## config.mk

```make
export PLATFORM = sky130hd
export DESIGN_NAME = efi_top
export DESIGN_NICKNAME = d
export VERILOG_FILES = /design/src/core/efi_pkg.sv /design/src/core/efi_flag_cell.sv /design/src/core/efi_serial_port.sv /design/src/core/efi_top.sv
export SDC_FILE = /design/constraint.sdc
export NUM_CORES = 1
export LEC_CHECK = 0
export BUFFER_PORTS_ARGS = -buffer_cell sky130_fd_sc_hd__buf_4
export CORE_AREA = 4 4 98 100
export CTS_BUF_LIST = sky130_fd_sc_hd__clkbuf_16
export DETAILED_ROUTE_END_ITERATION = 16
export DIE_AREA = 0 0 102 104
export GPL_TIMING_DRIVEN = 0
export PLACE_DENSITY = 0.69
export SYNTH_ARGS = -nofsm -noshare
export SYNTH_HDL_FRONTEND = slang
export SYNTH_SLANG_ARGS = --single-unit
export TNS_END_PERCENT = 30
```

## constraint.sdc

```tcl
create_clock -name ref_clk_in -period 2 [get_ports ref_clk_in]
set_input_delay 0.5 -clock ref_clk_in [delete_from_list [all_inputs] [get_ports ref_clk_in]]
set_output_delay 0.5 -clock ref_clk_in [all_outputs]
set_load 0.01 [all_outputs]
```

## src/core/efi_pkg.sv

```systemverilog
// shared constants and types for the event flag interrupt logic
package efi_pkg;
    // ------------------------------------------------------------
    // register map
    // ------------------------------------------------------------
    localparam int          EFI_ADDR_W        = 7;
    localparam int          EFI_DATA_W        = 8;
    localparam int          EFI_NUM_FLAGS     = 10;
    localparam int          EFI_PAD_W         = 16;
    localparam logic [6:0]  EFI_OFS_EN_LOW    = 7'h03;
    localparam logic [6:0]  EFI_OFS_EN_HIGH   = 7'h04;
    localparam logic [6:0]  EFI_OFS_FLAG_LOW  = 7'h05;
    localparam logic [6:0]  EFI_OFS_FLAG_HIGH = 7'h06;
    localparam logic [6:0]  EFI_OFS_RT_LOW    = 7'h07;
    localparam logic [6:0]  EFI_OFS_RT_HIGH   = 7'h08;
    localparam logic [15:0] EFI_EN_RESET      = 16'h0000;
    localparam logic [15:0] EFI_RT_RESET      = 16'h0000;
    localparam logic [7:0]  EFI_RD_UNMAPPED   = 8'h00;
    // ------------------------------------------------------------
    // serial port framing
    // ------------------------------------------------------------
    localparam int          EFI_RW_BIT        = 7;
    localparam logic [3:0]  EFI_LAST_BIT      = 4'h7;

    // serial port states, gray along idle-instr-data-done
    typedef enum logic [1:0] {
        EFI_SP_IDLE  = 2'b00,
        EFI_SP_INSTR = 2'b01,
        EFI_SP_DATA  = 2'b11,
        EFI_SP_DONE  = 2'b10
    } efi_sp_state_t;

    // one register write from the serial port
    typedef struct packed {
        logic                  valid;
        logic [EFI_ADDR_W-1:0] addr;
        logic [EFI_DATA_W-1:0] data;
    } efi_wr_t;
endpackage

```

## src/core/efi_flag_cell.sv

```systemverilog
// one event flag: edge latch, live readback and request term
`timescale 1ns/10ps
`default_nettype none
module efi_flag_cell
    import efi_pkg::*;
(
    input  wire logic ref_clk_in,
    input  wire logic rstn_in,
    input  wire logic soft_reset_in,
    input  wire logic enable_in,
    input  wire logic source_in,
    input  wire logic w1c_in,
    output logic      flag_out,
    output logic      pending_out
);
    logic prev;
    logic latched;
    logic next_prev;
    logic next_latched;
    logic rise;

    // ------------------------------------------------------------
    // latch logic; a rising edge in the clear cycle wins
    // ------------------------------------------------------------
    always_comb begin
        rise         = source_in & ~prev;
        next_prev    = source_in;
        next_latched = latched;
        if (w1c_in) begin
            next_latched = 1'b0;
        end
        if (enable_in && rise) begin
            next_latched = 1'b1;
        end
        if (soft_reset_in) begin
            next_latched = 1'b0;
        end
    end

    always_ff @(posedge ref_clk_in) begin
        if (!rstn_in) begin
            prev    <= 1'b0;
            latched <= 1'b0;
        end else begin
            prev    <= next_prev;
            latched <= next_latched;
        end
    end

    // disabled flag shows the live source and never requests
    assign flag_out    = enable_in ? latched : source_in;
    assign pending_out = enable_in & latched;

    property p_cell_set;
        @(posedge ref_clk_in) disable iff (!rstn_in)
        (enable_in && rise && !soft_reset_in) |=> latched;
    endproperty
    a_cell_set: assert property (p_cell_set) else $error("edge not latched");

    property p_cell_w1c;
        @(posedge ref_clk_in) disable iff (!rstn_in)
        (w1c_in && !(enable_in && rise)) |=> !latched;
    endproperty
    a_cell_w1c: assert property (p_cell_w1c) else $error("flag not cleared");
endmodule
`default_nettype wire

```

## src/core/efi_serial_port.sv

```systemverilog
// three-wire serial control port: instruction byte then one data byte
`timescale 1ns/10ps
`default_nettype none
module efi_serial_port
    import efi_pkg::*;
(
    input  wire logic                  ref_clk_in,
    input  wire logic                  rstn_in,
    input  wire logic                  sclk_in,
    input  wire logic                  cs_n_in,
    input  wire logic                  sdio_in,
    input  wire logic [EFI_DATA_W-1:0] rd_data_in,
    output logic      [EFI_ADDR_W-1:0] rd_addr_out,
    output efi_wr_t                    wr_out,
    output logic                       sdio_out,
    output logic                       sdio_oe_out
);
    // pin synchronisers, first stage feeds only the second
    logic sclk_m, sclk_s, sclk_d, cs_m, cs_s, sd_m, sd_s;
    efi_sp_state_t state, next_state;
    logic [3:0] cnt, next_cnt;
    logic [6:0] sh, next_sh;
    logic [7:0] rdsh, next_rdsh;
    logic [6:0] next_addr;
    logic rw, next_rw, next_sdio, next_oe, rise, fall;
    efi_wr_t next_wr;

    // ------------------------------------------------------------
    // frame decode; sclk must stay well below the system clock
    // ------------------------------------------------------------
    always_comb begin
        rise       = sclk_s & ~sclk_d;
        fall       = ~sclk_s & sclk_d;
        next_state = state;
        next_cnt   = cnt;
        next_sh    = sh;
        next_rdsh  = rdsh;
        next_addr  = rd_addr_out;
        next_rw    = rw;
        next_sdio  = sdio_out;
        next_oe    = sdio_oe_out;
        next_wr    = '0;
        if (cs_s) begin
            next_state = EFI_SP_IDLE;
            next_oe    = 1'b0;
        end else begin
            case (state)
                EFI_SP_IDLE: begin
                    next_state = EFI_SP_INSTR;
                    next_cnt   = 4'h0;
                end
                EFI_SP_INSTR: if (rise) begin
                    next_sh  = {sh[5:0], sd_s};
                    next_cnt = cnt + 4'h1;
                    if (cnt == EFI_LAST_BIT) begin
                        next_rw    = sh[EFI_RW_BIT-1];
                        next_addr  = {sh[5:0], sd_s};
                        next_cnt   = 4'h0;
                        next_state = EFI_SP_DATA;
                    end
                end
                EFI_SP_DATA: begin
                    if (rw && fall) begin
                        next_oe   = 1'b1;
                        next_sdio = sdio_oe_out ? rdsh[7] : rd_data_in[7];
                        next_rdsh = sdio_oe_out ? {rdsh[6:0], 1'b0}
                                                : {rd_data_in[6:0], 1'b0};
                    end
                    if (rise) begin
                        next_sh  = {sh[5:0], sd_s};
                        next_cnt = cnt + 4'h1;
                        if (cnt == EFI_LAST_BIT) begin
                            next_wr.valid = ~rw;
                            next_wr.addr  = rd_addr_out;
                            next_wr.data  = {sh, sd_s};
                            next_state    = EFI_SP_DONE;
                        end
                    end
                end
                EFI_SP_DONE: next_oe = 1'b0;
                default: next_state = EFI_SP_IDLE;
            endcase
        end
    end

    always_ff @(posedge ref_clk_in) begin
        if (!rstn_in) begin
            {sclk_m, sclk_s, sclk_d} <= 3'h0;
            {cs_m, cs_s}             <= 2'h3;
            {sd_m, sd_s}             <= 2'h0;
            state                    <= EFI_SP_IDLE;
            cnt                      <= 4'h0;
            sh                       <= 7'h00;
            rdsh                     <= 8'h00;
            rd_addr_out              <= 7'h00;
            rw                       <= 1'b0;
            sdio_out                 <= 1'b0;
            sdio_oe_out              <= 1'b0;
            wr_out                   <= '0;
        end else begin
            {sclk_m, sclk_s, sclk_d} <= {sclk_in, sclk_m, sclk_s};
            {cs_m, cs_s}             <= {cs_n_in, cs_m};
            {sd_m, sd_s}             <= {sdio_in, sd_m};
            state                    <= next_state;
            cnt                      <= next_cnt;
            sh                       <= next_sh;
            rdsh                     <= next_rdsh;
            rd_addr_out              <= next_addr;
            rw                       <= next_rw;
            sdio_out                 <= next_sdio;
            sdio_oe_out              <= next_oe;
            wr_out                   <= next_wr;
        end
    end
endmodule
`default_nettype wire

```

## src/core/efi_top.sv

```systemverilog
// event flag and interrupt request logic with its serial register port
`timescale 1ns/10ps
`default_nettype none

module efi_top
    import efi_pkg::*;
#(
    parameter int N_FLAGS = EFI_NUM_FLAGS
) (
    input  wire logic               ref_clk_in,
    input  wire logic               rstn_in,
    input  wire logic               soft_reset_in,
    input  wire logic [N_FLAGS-1:0] event_source_in,
    input  wire logic               spi_sclk_in,
    input  wire logic               spi_cs_n_in,
    input  wire logic               spi_sdio_in,
    output logic                    spi_sdio_out,
    output logic                    spi_sdio_oe_out,
    output logic                    request_out_first_out,
    output logic                    request_out_first_oe_out,
    output logic                    request_out_second_out,
    output logic                    request_out_second_oe_out,
    output logic      [N_FLAGS-1:0] source_clear_out
);
    // ------------------------------------------------------------
    // parameter check
    // ------------------------------------------------------------
    if (N_FLAGS <= EFI_DATA_W || N_FLAGS > EFI_PAD_W) begin : g_bad_flags
        $error("N_FLAGS must span both register pairs, 9 to 16");
    end

    // ------------------------------------------------------------
    // declarations
    // ------------------------------------------------------------
    efi_wr_t                wr;
    logic [EFI_ADDR_W-1:0]  rd_addr;
    logic [EFI_DATA_W-1:0]  rd_data;
    logic [N_FLAGS-1:0]     enable;
    logic [N_FLAGS-1:0]     route;
    logic [N_FLAGS-1:0]     w1c;
    logic [N_FLAGS-1:0]     next_enable;
    logic [N_FLAGS-1:0]     next_route;
    logic [N_FLAGS-1:0]     next_w1c;
    logic [N_FLAGS-1:0]     flag;
    logic [N_FLAGS-1:0]     pending;
    logic                   first_oe;
    logic                   second_oe;
    logic                   next_first_oe;
    logic                   next_second_oe;
    logic                   pin_level;

    // ------------------------------------------------------------
    // helpers
    // ------------------------------------------------------------
    // widen a flag vector to the full two-register span
    function automatic logic [EFI_PAD_W-1:0] pad(input logic [N_FLAGS-1:0] v);
        pad = EFI_PAD_W'(v);
    endfunction

    // low or high byte of a flag vector; unused high bits read zero
    function automatic logic [7:0] half(input logic [N_FLAGS-1:0] v,
                                        input logic                hi);
        logic [EFI_PAD_W-1:0] p;
        p    = pad(v);
        half = hi ? p[15:8] : p[7:0];
    endfunction

    // register read decode, unmapped offsets read zero
    function automatic logic [7:0] read_reg(input logic [6:0]         a,
                                            input logic [N_FLAGS-1:0] e,
                                            input logic [N_FLAGS-1:0] f,
                                            input logic [N_FLAGS-1:0] r);
        case (a)
            EFI_OFS_EN_LOW:    read_reg = half(e, 1'b0);
            EFI_OFS_EN_HIGH:   read_reg = half(e, 1'b1);
            EFI_OFS_FLAG_LOW:  read_reg = half(f, 1'b0);
            EFI_OFS_FLAG_HIGH: read_reg = half(f, 1'b1);
            EFI_OFS_RT_LOW:    read_reg = half(r, 1'b0);
            EFI_OFS_RT_HIGH:   read_reg = half(r, 1'b1);
            default:           read_reg = EFI_RD_UNMAPPED;
        endcase
    endfunction

    // merge a byte into one half of a flag vector
    function automatic logic [N_FLAGS-1:0] merge(input logic [N_FLAGS-1:0] v,
                                                 input logic                hi,
                                                 input logic [7:0]          d);
        logic [EFI_PAD_W-1:0] p;
        p = pad(v);
        if (hi) begin
            p[15:8] = d;
        end else begin
            p[7:0] = d;
        end
        merge = p[N_FLAGS-1:0];
    endfunction

    // ------------------------------------------------------------
    // serial control port
    // ------------------------------------------------------------
    efi_serial_port u_port (
        .ref_clk_in  (ref_clk_in),
        .rstn_in     (rstn_in),
        .sclk_in     (spi_sclk_in),
        .cs_n_in     (spi_cs_n_in),
        .sdio_in     (spi_sdio_in),
        .rd_data_in  (rd_data),
        .rd_addr_out (rd_addr),
        .wr_out      (wr),
        .sdio_out    (spi_sdio_out),
        .sdio_oe_out (spi_sdio_oe_out)
    );

    // read data sampled by the port on the first output edge
    assign rd_data = read_reg(rd_addr, enable, flag, route);

    // ------------------------------------------------------------
    // control registers and write-one-to-clear strobes
    // ------------------------------------------------------------
    always_comb begin
        next_enable = enable;
        next_route  = route;
        next_w1c    = '0;
        if (wr.valid) begin
            case (wr.addr)
                EFI_OFS_EN_LOW:    next_enable = merge(enable, 1'b0, wr.data);
                EFI_OFS_EN_HIGH:   next_enable = merge(enable, 1'b1, wr.data);
                EFI_OFS_FLAG_LOW:  next_w1c    = merge('0, 1'b0, wr.data);
                EFI_OFS_FLAG_HIGH: next_w1c    = merge('0, 1'b1, wr.data);
                EFI_OFS_RT_LOW:    next_route  = merge(route, 1'b0, wr.data);
                EFI_OFS_RT_HIGH:   next_route  = merge(route, 1'b1, wr.data);
                default:           next_w1c    = '0;
            endcase
        end
    end

    always_ff @(posedge ref_clk_in) begin
        if (!rstn_in) begin
            enable <= N_FLAGS'(EFI_EN_RESET);
            route  <= N_FLAGS'(EFI_RT_RESET);
            w1c    <= '0;
        end else begin
            enable <= next_enable;
            route  <= next_route;
            w1c    <= next_w1c;
        end
    end

    // the same strobe also clears conditions held at their source
    always_ff @(posedge ref_clk_in) begin
        if (!rstn_in) begin
            source_clear_out <= '0;
        end else begin
            source_clear_out <= w1c;
        end
    end

    // ------------------------------------------------------------
    // flag cells
    // ------------------------------------------------------------
    for (genvar i = 0; i < N_FLAGS; i++) begin : g_flag
        efi_flag_cell u_cell (
            .ref_clk_in    (ref_clk_in),
            .rstn_in       (rstn_in),
            .soft_reset_in (soft_reset_in),
            .enable_in     (enable[i]),
            .source_in     (event_source_in[i]),
            .w1c_in        (w1c[i]),
            .flag_out      (flag[i]),
            .pending_out   (pending[i])
        );
    end

    // ------------------------------------------------------------
    // request outputs
    // ------------------------------------------------------------
    // registered so the pins never glitch on decode hazards
    always_comb begin
        next_first_oe  = |(pending & ~route);
        next_second_oe = |(pending & route);
        if (soft_reset_in) begin
            next_first_oe  = 1'b0;
            next_second_oe = 1'b0;
        end
    end

    always_ff @(posedge ref_clk_in) begin
        if (!rstn_in) begin
            first_oe  <= 1'b0;
            second_oe <= 1'b0;
            pin_level <= 1'b0;
        end else begin
            first_oe  <= next_first_oe;
            second_oe <= next_second_oe;
            pin_level <= 1'b0;
        end
    end

    // open drain: only ever pull low, an external resistor lifts the line
    assign request_out_first_out     = pin_level;
    assign request_out_second_out    = pin_level;
    assign request_out_first_oe_out  = first_oe;
    assign request_out_second_oe_out = second_oe;

    // ------------------------------------------------------------
    // assertions
    // ------------------------------------------------------------
    property p_open_drain;
        @(posedge ref_clk_in) disable iff (!rstn_in)
        !request_out_first_out && !request_out_second_out;
    endproperty
    a_open_drain: assert property (p_open_drain) else $error("pin driven high");

    property p_hi_pad;
        @(posedge ref_clk_in) disable iff (!rstn_in)
        (rd_addr == EFI_OFS_FLAG_HIGH) |-> (rd_data == 8'(flag >> EFI_DATA_W));
    endproperty
    a_hi_pad: assert property (p_hi_pad) else $error("flag high readback wrong");

    property p_en_write;
        @(posedge ref_clk_in) disable iff (!rstn_in)
        (wr.valid && wr.addr == EFI_OFS_EN_LOW) |=> (enable[7:0] == $past(wr.data));
    endproperty
    a_en_write: assert property (p_en_write) else $error("enable write lost");

    property p_first_req;
        @(posedge ref_clk_in) disable iff (!rstn_in)
        (|(pending & ~route) && !soft_reset_in) |=> first_oe;
    endproperty
    a_first_req: assert property (p_first_req) else $error("first request missing");

    property p_second_req;
        @(posedge ref_clk_in) disable iff (!rstn_in)
        (|(pending & route) && !soft_reset_in) |=> second_oe;
    endproperty
    a_second_req: assert property (p_second_req) else $error("second request missing");

    property p_disabled_quiet;
        @(posedge ref_clk_in) disable iff (!rstn_in)
        (enable == '0) |=> !first_oe && !second_oe;
    endproperty
    a_disabled_quiet: assert property (p_disabled_quiet) else $error("disabled flag requested");

    property p_soft_reset;
        @(posedge ref_clk_in) disable iff (!rstn_in)
        soft_reset_in |=> (pending == '0) ##1 (!first_oe && !second_oe);
    endproperty
    a_soft_reset: assert property (p_soft_reset) else $error("soft reset left events");

    property p_src_clear;
        @(posedge ref_clk_in) disable iff (!rstn_in)
        (wr.valid && wr.addr == EFI_OFS_FLAG_LOW) |=> ##1
            (source_clear_out[7:0] == $past(wr.data, 2));
    endproperty
    a_src_clear: assert property (p_src_clear) else $error("source clear mismatch");

    property p_reset_idle;
        @(posedge ref_clk_in)
        !rstn_in |=> !first_oe && !second_oe && (pending == '0);
    endproperty
    a_reset_idle: assert property (p_reset_idle) else $error("not idle after reset");

    // a disabled flag in the low register must read back exactly its live source level
    property p_live_read;
        @(posedge ref_clk_in) disable iff (!rstn_in)
        (rd_addr == EFI_OFS_FLAG_LOW) |-> (((rd_data ^ event_source_in[7:0]) & ~enable[7:0]) == 8'h00);
    endproperty
    a_live_read: assert property (p_live_read) else $error("live readback wrong");

    property p_en_high_write;
        @(posedge ref_clk_in) disable iff (!rstn_in)
        (wr.valid && wr.addr == EFI_OFS_EN_HIGH) |=>
            (enable[N_FLAGS-1:EFI_DATA_W] == $past(wr.data[N_FLAGS-EFI_DATA_W-1:0]));
    endproperty
    a_en_high_write: assert property (p_en_high_write) else $error("high enable write lost");

    property p_route_write;
        @(posedge ref_clk_in) disable iff (!rstn_in)
        (wr.valid && wr.addr == EFI_OFS_RT_LOW) |=> (route[7:0] == $past(wr.data));
    endproperty
    a_route_write: assert property (p_route_write) else $error("route write lost");

    // a line with nothing pending routed to it must be released
    property p_first_quiet;
        @(posedge ref_clk_in) disable iff (!rstn_in)
        !(|(pending & ~route)) |=> !first_oe;
    endproperty
    a_first_quiet: assert property (p_first_quiet) else $error("first request stuck");

    property p_second_quiet;
        @(posedge ref_clk_in) disable iff (!rstn_in)
        !(|(pending & route)) |=> !second_oe;
    endproperty
    a_second_quiet: assert property (p_second_quiet) else $error("second request stuck");
endmodule
`default_nettype wire

```

==> impl_summary.txt, run 1 <==
----------------------------------------------------
[Route]
  Initial DRT Pass Iterations ... 6
  Starting DRC count in detailed routing ... 170
  DRT Wirelength ... 11200 um
  Avg Vias per Cell ... around 5.6
  Routed Antenna Nets ... 0
  DR WL/cell ... 17.0 um
  Vias ... 3685
  Post-route DRC violation count ... 0

[Critical path]
  Kind of launch point of the worst setup path ... register
  Largest fanout on the critical path ... 8
  Endpoint required time on the critical path ... between 2 and 2.5 ns
  Path type of the worst setup path ... register to register
  Startpoint of the worst setup timing path ... u_port.wr_out[13]$_SDFF_PP0_
  CP Capture Type ... register
  WP data arrival ... between 2 and 2.5 ns
  Crit Reg-Reg Startpoint ... u_port.wr_out[13]$_SDFF_PP0_

[Synth]
  Mean cell area of the mapped netlist ... 9.18 sq um
  Proportion of synthesized flip-flops having asynchronous set or reset ... 0%
  Count of different cell masters after synthesis ... 44
  Post-synthesis sequential area ratio ... about half
  Ys Warns ... 0
  Post-synth EDFFs ... 0
  Flops & latches, synth ... between 100 and 150
  Count of mapped cells out of synthesis ... ~500
  Post-synthesis instance area ... about 0.0045 sq mm
  Most used DFF post-synth ... sky130_fd_sc_hd__dfxtp_1

[Power and ir drop]
  Total leakage power ... 1.95 nW
  Maximum vdd ir drop ... between 0.0006 and 0.0007 V
  Ratio of total power to cell area ... around 950 mW/mm^2

[CTS]
  Deepest clock path buffer count ... 2
  Clock edge transition at the registers on the reported setup and hold paths ... 0.05 ns
  Total CTS buffers ... 17
  Number of clock sinks seen by CTS ... between 100 and 150
  TritonCTS clock tree ... built
  Clock network latency to the later pin of the worst-skew pair ... 0.40 ns
  Root Driver ... sky130_fd_sc_hd__clkbuf_16
  Number of H-tree levels ... 4

[Finish]
  Ant diodes ... 0
  Total number of nets in the final design ... roughly 560
  Ratio of cells with drive above 1 in the final layout ... 14.2%
  Layout overhead on the synthesized area ... 21.7%

[Floorplanning]
  Vertical die dimension ... about 100 um
  Effective utilization at floorplan ... 52.0%
  Std cell rows ... 34
  DIE WIDTH ... slightly above 100 um
  Die Footprint ... roughly 0.011 sq mm
  Number of primary I/O pins ... 32
  Core footprint ... approximately 0.0087 sq mm

[Timing]
  Highest Clock Rate ... a little over 500 MHz
  Portion of the clock cycle consumed by the worst path in the final layout ... 97.9%
  Unrepaired setup endpoints after global routing ... yes
  Final setup violating endpoints ... 0
  Final Worst Setup Slack ... about 0.043 ns
  Slew headroom ... 56.0%
  Final hold violation count ... 0
  Post-Route Hold Slack ... 0.290 ns
  Transition time at the pin with the least slew margin ... between 0.6 and 0.7 ns
  Time the worst path needs with I/O delays and setup ... 1.96 ns
  Clock Skew ... approximately 0.0093 ns
  Final count of pins violating max slew ... 0

[Placement]
  PortBufs ... 29
  Placer Congestion ... around 0.9
  Half-perimeter wire length of the detailed placement result ... around 7600 um
  Worst slack after detailed placement ... -0.353 ns

[Min path]
  Min-Delay Path Class ... primary input to register
  Startpoint of the worst hold path ... spi_cs_n_in

[Global routing]
  Maximum number of pins on one net before global-route repair ... 17
  Gr usage total ... 22.0%
  Vias in the first global route ... around 3600
  First-pass GRT wire length ... about 18000 um
  Number of antenna violations at the first check in global routing ... 0
  Total overflow reported by the global router ... 0

[Job]
  Number of maximum-capacitance constraint violations ... 0

[Outcome]
  Outcome ... completed

----------------------------------------------------
## cells in the mapped netlist, types with 6 or more instances
| cell type | instances | area [sq um] |
|---|---|---|
| sky130_fd_sc_hd__a21boi_0 | 10 | 75.1 |
| sky130_fd_sc_hd__nand2b_1 | 14 | 87.6 |
| sky130_fd_sc_hd__a21oi_1 | 29 | 145 |
| sky130_fd_sc_hd__clkbuf_1 | 19 | 71.3 |
| sky130_fd_sc_hd__mux2i_1 | 20 | 200 |
| sky130_fd_sc_hd__o22ai_1 | 7 | 43.8 |
| sky130_fd_sc_hd__o21ai_0 | 13 | 65.1 |
| sky130_fd_sc_hd__and2_1 | 47 | 294 |
| sky130_fd_sc_hd__nand3_1 | 19 | 95.1 |
| sky130_fd_sc_hd__nor2_1 | 19 | 71.3 |
| sky130_fd_sc_hd__a211oi_1 | 10 | 75.1 |
| sky130_fd_sc_hd__a31oi_1 | 6 | 37.5 |
| sky130_fd_sc_hd__nand3b_1 | 11 | 82.6 |
| sky130_fd_sc_hd__nor2b_1 | 24 | 150 |
| sky130_fd_sc_hd__nand2_1 | 62 | 233 |
| sky130_fd_sc_hd__nor3_1 | 8 | 40.0 |
| sky130_fd_sc_hd__dfxtp_1 | 115 | 2300 |
| sky130_fd_sc_hd__inv_1 | 14 | 52.6 |
## logic make-up after synthesis
group	share of synthesized area, %
DFF	51.1
and+or+nand+nor	27.2
AOI/OAI and AO/OA	13.2
other	0.0832
muxes	4.69
adders and majority gates	0.277
buffers and inverters	3.52
## power breakdown
group	total (W)	internal, W	switching (W)	leakage [nW]
combinational	0.000106	0.0000472	0.0000590	0.741
sequential	0.00232	0.00231	0.00000609	0.931
clock	0.00280	0.00179	0.00100	0.278
## timing repair
action / CTS / global route
setup endpoints to repair: 27 / 11
buffers inserted: 2 / 0
resized for setup: 9 / 13
pin swaps: 1 / 1
endpoints found under the hold margin: 0 / 0
hold buffers: 0 / 0
## metrics by stage
step	util [%]	power [W]	area [sq um]	setup TNS, ns	cells
global placement	56.1	0.00247	4870	-1.83	629
detailed placement	56.1	0.00247	4870	-2.40	629
CTS	63.0	0.00524	5470	0	663
global route	63.2	0.00537	5490	-0.000580	663
floorplan	-	0.00242	4510	0	492
finish	63.2	0.00522	5490	0	663
## area by class of cell
| type | count | area, sq um |
|---|---|---|
| fill | 734 | 3190 |
| multi-input combinational | 341 | 2100 |
| sequential | 115 | 2300 |
| timing repair buffer | 31 | 233 |
| buffer | 22 | 111 |
| clock buffer | 17 | 425 |
| inverter | 14 | 52.6 |
| tap | 108 | 135 |
| clock inverter | 15 | 126 |
## registers in the layout (all words and copies together), names as in the netlist, 2 cells and up
signal,flops
route,10
u_port.cnt,4
source_clear_out,10
u_port.wr_out,16
u_port.rdsh,7
w1c,10
u_port.sh,7
g_flag.u_cell.prev,10
enable,10
u_port.state,2
g_flag.u_cell.latched,10
u_port.rd_addr_out,7
## worst paths after layout
kind	to	slack (ns)	cells after the start
hold reg to reg	u_port.cs_s$_SDFF_PN1_	0.41	1
setup reg to reg	route[6]$_SDFFE_PN0P_	0.04	6
hold / removal	u_port.cs_m$_SDFF_PN1_	0.29	2
setup / recovery	route[6]$_SDFFE_PN0P_	0.04	6
## placed cells by master, fill, tap and decap left out, types with 4 or more instances in the layout
master / count
sky130_fd_sc_hd__clkbuf_1: 14
sky130_fd_sc_hd__o22ai_1: 7
sky130_fd_sc_hd__buf_4: 33
sky130_fd_sc_hd__a31oi_1: 6
sky130_fd_sc_hd__and2_1: 47
sky130_fd_sc_hd__nand3_1: 19
sky130_fd_sc_hd__clkbuf_2: 4
sky130_fd_sc_hd__dfxtp_1: 114
sky130_fd_sc_hd__nand3b_1: 11
sky130_fd_sc_hd__and3_1: 4
sky130_fd_sc_hd__mux2i_1: 19
sky130_fd_sc_hd__nor2_1: 18
sky130_fd_sc_hd__a21oi_1: 29
sky130_fd_sc_hd__clkbuf_16: 17
sky130_fd_sc_hd__clkinv_2: 4
sky130_fd_sc_hd__nand2b_1: 14
sky130_fd_sc_hd__a211oi_1: 10
sky130_fd_sc_hd__a21boi_0: 10
sky130_fd_sc_hd__inv_1: 17
sky130_fd_sc_hd__nor2b_1: 24
sky130_fd_sc_hd__nor3_1: 6
sky130_fd_sc_hd__o21ai_0: 13
sky130_fd_sc_hd__nand2_1: 62
## metal layers
metal	track usage (%)	up-vias	wire length, um
met5	0	-	0
met4	8.53	0	291
met3	5.23	20	587
met2	35.8	113	5450
met1	27.9	1759	4910
li1	-	1793	-
## critical path, cell delays in order, from the launching register on
cell and delay (ns):
sky130_fd_sc_hd__dfxtp_1 0.29, sky130_fd_sc_hd__or4b_4 0.58, sky130_fd_sc_hd__nor3b_4 0.31, sky130_fd_sc_hd__and3_4 0.24, sky130_fd_sc_hd__buf_12 0.14, sky130_fd_sc_hd__mux2i_2 0.21, sky130_fd_sc_hd__nor2b_1 0.06
Power figures use the tool's default switching activity.
==> run 2, diff against run 1 <==
- CORE_AREA: 4 4 98 100 -> 2 2 96 98
- DIE_AREA: 0 0 102 104 -> 0 0 98 100
==> run 2 against run 1 <==
Against the previous run: sequential share of layout area is 0.32 points higher; die area is 7.6% lower; sequential power hardly changed; design area is 0.82% lower; count of clock-buffer cells in the layout stayed put; global-route usage is 1.3 points higher; clock skew is 0.0016 ns lower; core utilization is 2.0 points lower; critical path depth stayed put; combinational power hardly changed.
==> impl_summary.txt, run 2 (synthesized netlist as in run 1, its figures left out) <==
----------------------------------------------------
[Outcome]
  Outcome ... completed

[Timing]
  Portion of the clock cycle consumed by the worst path in the final layout ... a little over nine tenths
  Time the worst path needs with I/O delays and setup ... around 1.9 ns
  Final count of pins violating max slew ... 0
  Highest Clock Rate ... a little over 500 MHz
  Final hold violation count ... 0
  Slew headroom ... between 50% and 60%
  Unrepaired setup endpoints after global routing ... yes
  Clock Skew ... 0.00770 ns
  Final setup violating endpoints ... 0
  Transition time at the pin with the least slew margin ... roughly 0.65 ns

[Route]
  DR WL/cell ... between 15 and 20 um
  Post-route DRC violation count ... 0
  Length of routed met3 wiring ... 591 um
  Met1 wire length ... 4740 um
  Top Layer Used ... met4
  Met2 wire length ... 5340 um
  Initial DRT Pass Iterations ... 6
  DRT Wirelength ... between 10000 and 15000 um
  Vias ... around 3700
  Starting DRC count in detailed routing ... ~200
  Routed Antenna Nets ... 0
  Avg Vias per Cell ... 5.54

[Global routing]
  Gr usage total ... a little under a quarter
  Number of antenna violations at the first check in global routing ... 0
  First-pass GRT wire length ... between 15000 and 20000 um
  Total overflow reported by the global router ... 0
  Vias in the first global route ... 3502
  Maximum number of pins on one net before global-route repair ... 17

[Job]
  Number of maximum-capacitance constraint violations ... 0

[Floorplanning]
  Core footprint ... ~0.009 sq mm
  Vertical die dimension ... around 100 um
  Effective utilization at floorplan ... around half
  Std cell rows ... 35
  Die Footprint ... between 0.009 and 0.01 sq mm
  DIE WIDTH ... between 90 and 100 um
  Number of primary I/O pins ... 32

[Finish]
  Fillers ... between 700 and 800
  Ant diodes ... 0
  Sequential cell area in the final layout ... about 0.0023 sq mm
  Ratio of cells with drive above 1 in the final layout ... between 10% and 20%
  Multi-input gate area ... around 0.0021 sq mm
  Number of flip-flops under the largest register name ... 16
  Total number of nets in the final design ... 559
  Largest reg by FF count ... u_port.wr_out
  Core utilization of the finished layout ... roughly three fifths
  Post-route insts no fill ... around 670
  Layout overhead on the synthesized area ... 20.7%
  Highest-count cells in the layout ignoring fill and taps ... sky130_fd_sc_hd__dfxtp_1, sky130_fd_sc_hd__nand2_1, sky130_fd_sc_hd__and2_1
  Most common cell after layout, fill and taps aside ... sky130_fd_sc_hd__dfxtp_1

[Critical path]
  Crit Reg-Reg Startpoint ... u_port.wr_out[13]$_SDFF_PP0_
  Kind of launch point of the worst setup path ... register
  CP Capture Type ... register
  Startpoint of the worst setup timing path ... u_port.wr_out[13]$_SDFF_PP0_
  Path type of the worst setup path ... register to register
  Endpoint required time on the critical path ... approximately 2.3 ns
  Worst setup path end ... route[1]$_SDFFE_PN0P_
  R2R setup slack ... between 0.06 and 0.07 ns
  Critical Path, Cell by Cell ... or4b_4 -> nor3b_4 -> and3_4 -> buf_12 -> mux2i_1 -> nor2b_1
  Slowest stage cell on the critical path ... sky130_fd_sc_hd__or4b_4
  WP data arrival ... 2.23 ns
  Length in cells of the worst reg-to-reg path ... 6
  Largest fanout on the critical path ... 8
  Largest stage delay on the critical path ... ~0.57 ns
  Worst reg2reg endpoint ... route[1]$_SDFFE_PN0P_

[Min path]
  Min-Delay Path Class ... primary input to register

[CTS]
  Total CTS buffers ... 17
  TritonCTS clock tree ... built
  Clock edge transition at the registers on the reported setup and hold paths ... approximately 0.050 ns
  Deepest clock path buffer count ... 2
  Number of H-tree levels ... 4
  Number of clock sinks seen by CTS ... 115
  Clock network latency to the later pin of the worst-skew pair ... between 0.4 and 0.5 ns
  Root Driver ... sky130_fd_sc_hd__clkbuf_16

[Placement]
  Total placed cells including tap cells ... roughly 630
  PortBufs ... 29
  Placer Congestion ... between 0.9 and 1
  Half-perimeter wire length of the detailed placement result ... between 7000 and 8000 um

[Power and ir drop]
  Total power after layout ... approximately 0.0050 W
  Maximum vdd ir drop ... around 0.00083 V
  Total leakage power ... ~1.9 nW
  Ratio of total power to cell area ... between 900 and 1000 mW/mm^2

----------------------------------------------------
[run 2: changes by cell type in the layout (fill, tap and decap cells not counted), sizes merged]
cell,previous run,this run
clkinvlp,2,5
bufinv,2,0
inv,17,16
[run 2: metrics by stage]
step / setup TNS, ns / cell area, sq um / setup slack (ns) / hold slack, ns
after CTS: 0 / 5410 / 0.00202 / 0.269
after global routing: -0.0520 / 5440 / -0.0261 / 0.290
after detailed placement: -1.54 / 4870 / -0.308 / 0.399
final: 0 / 5440 / 0.0667 / 0.272
after global placement: -1.23 / 4870 / -0.240 / 0.394
after floorplan: 0 / 4510 / 0.164 / 0.386
[run 2: final cells by class]
type	count	share of cell area (%)
Buffer	22	2.07
Clock buffer	17	7.82
Clock inverter	15	1.75
Inverter	14	0.966
Multi-Input combinational cell	341	38.3
Sequential cell	115	42.3
Tap cell	111	2.55
Timing Repair Buffer	31	4.28
[run 2: critical path: cells and delay by family (launching register included)]
family	cells	cell delay, ns
multiplexers	1	0.21
buffers and inverters	1	0.13
flip-flops	1	0.29
AND/OR/NAND/NOR	4	1.18
[run 2: repair_timing]
action | 4_1_cts | 5_1_grt
buffers inserted | 0 | 2
pin swaps | 1 | 2
hold buffers | 0 | 0
gates resized for setup | 4 | 14
setup endpoints to repair | 14 | 23
[run 2: how the worst min path moves through the flow]
stage	startpoint	to	slack, ns	cells past startpoint
global route	spi_cs_n_in	u_port.cs_m$_SDFF_PN1_	0.29	2
floorplan	u_port.cs_m$_SDFF_PN1_	u_port.cs_s$_SDFF_PN1_	0.39	1
global placement	u_port.cs_m$_SDFF_PN1_	u_port.cs_s$_SDFF_PN1_	0.39	1
detailed placement	u_port.cs_m$_SDFF_PN1_	u_port.cs_s$_SDFF_PN1_	0.40	1
CTS	spi_cs_n_in	u_port.cs_m$_SDFF_PN1_	0.27	2
finish	spi_cs_n_in	u_port.cs_m$_SDFF_PN1_	0.27	2
[run 2: report_power, final]
part	switching (W)	leakage [nW]	internal, W
logic	0.0000578	0.748	0.0000471
clock network	0.00106	0.247	0.00156
registers	0.00000598	0.930	0.00231
[run 2: metal layers]
layer	vias to the layer above	track usage [%]
met4	0	11.3
met2	107	38.7
met3	21	5.50
met1	1765	28.6
li1	1796	-
met5	-	0
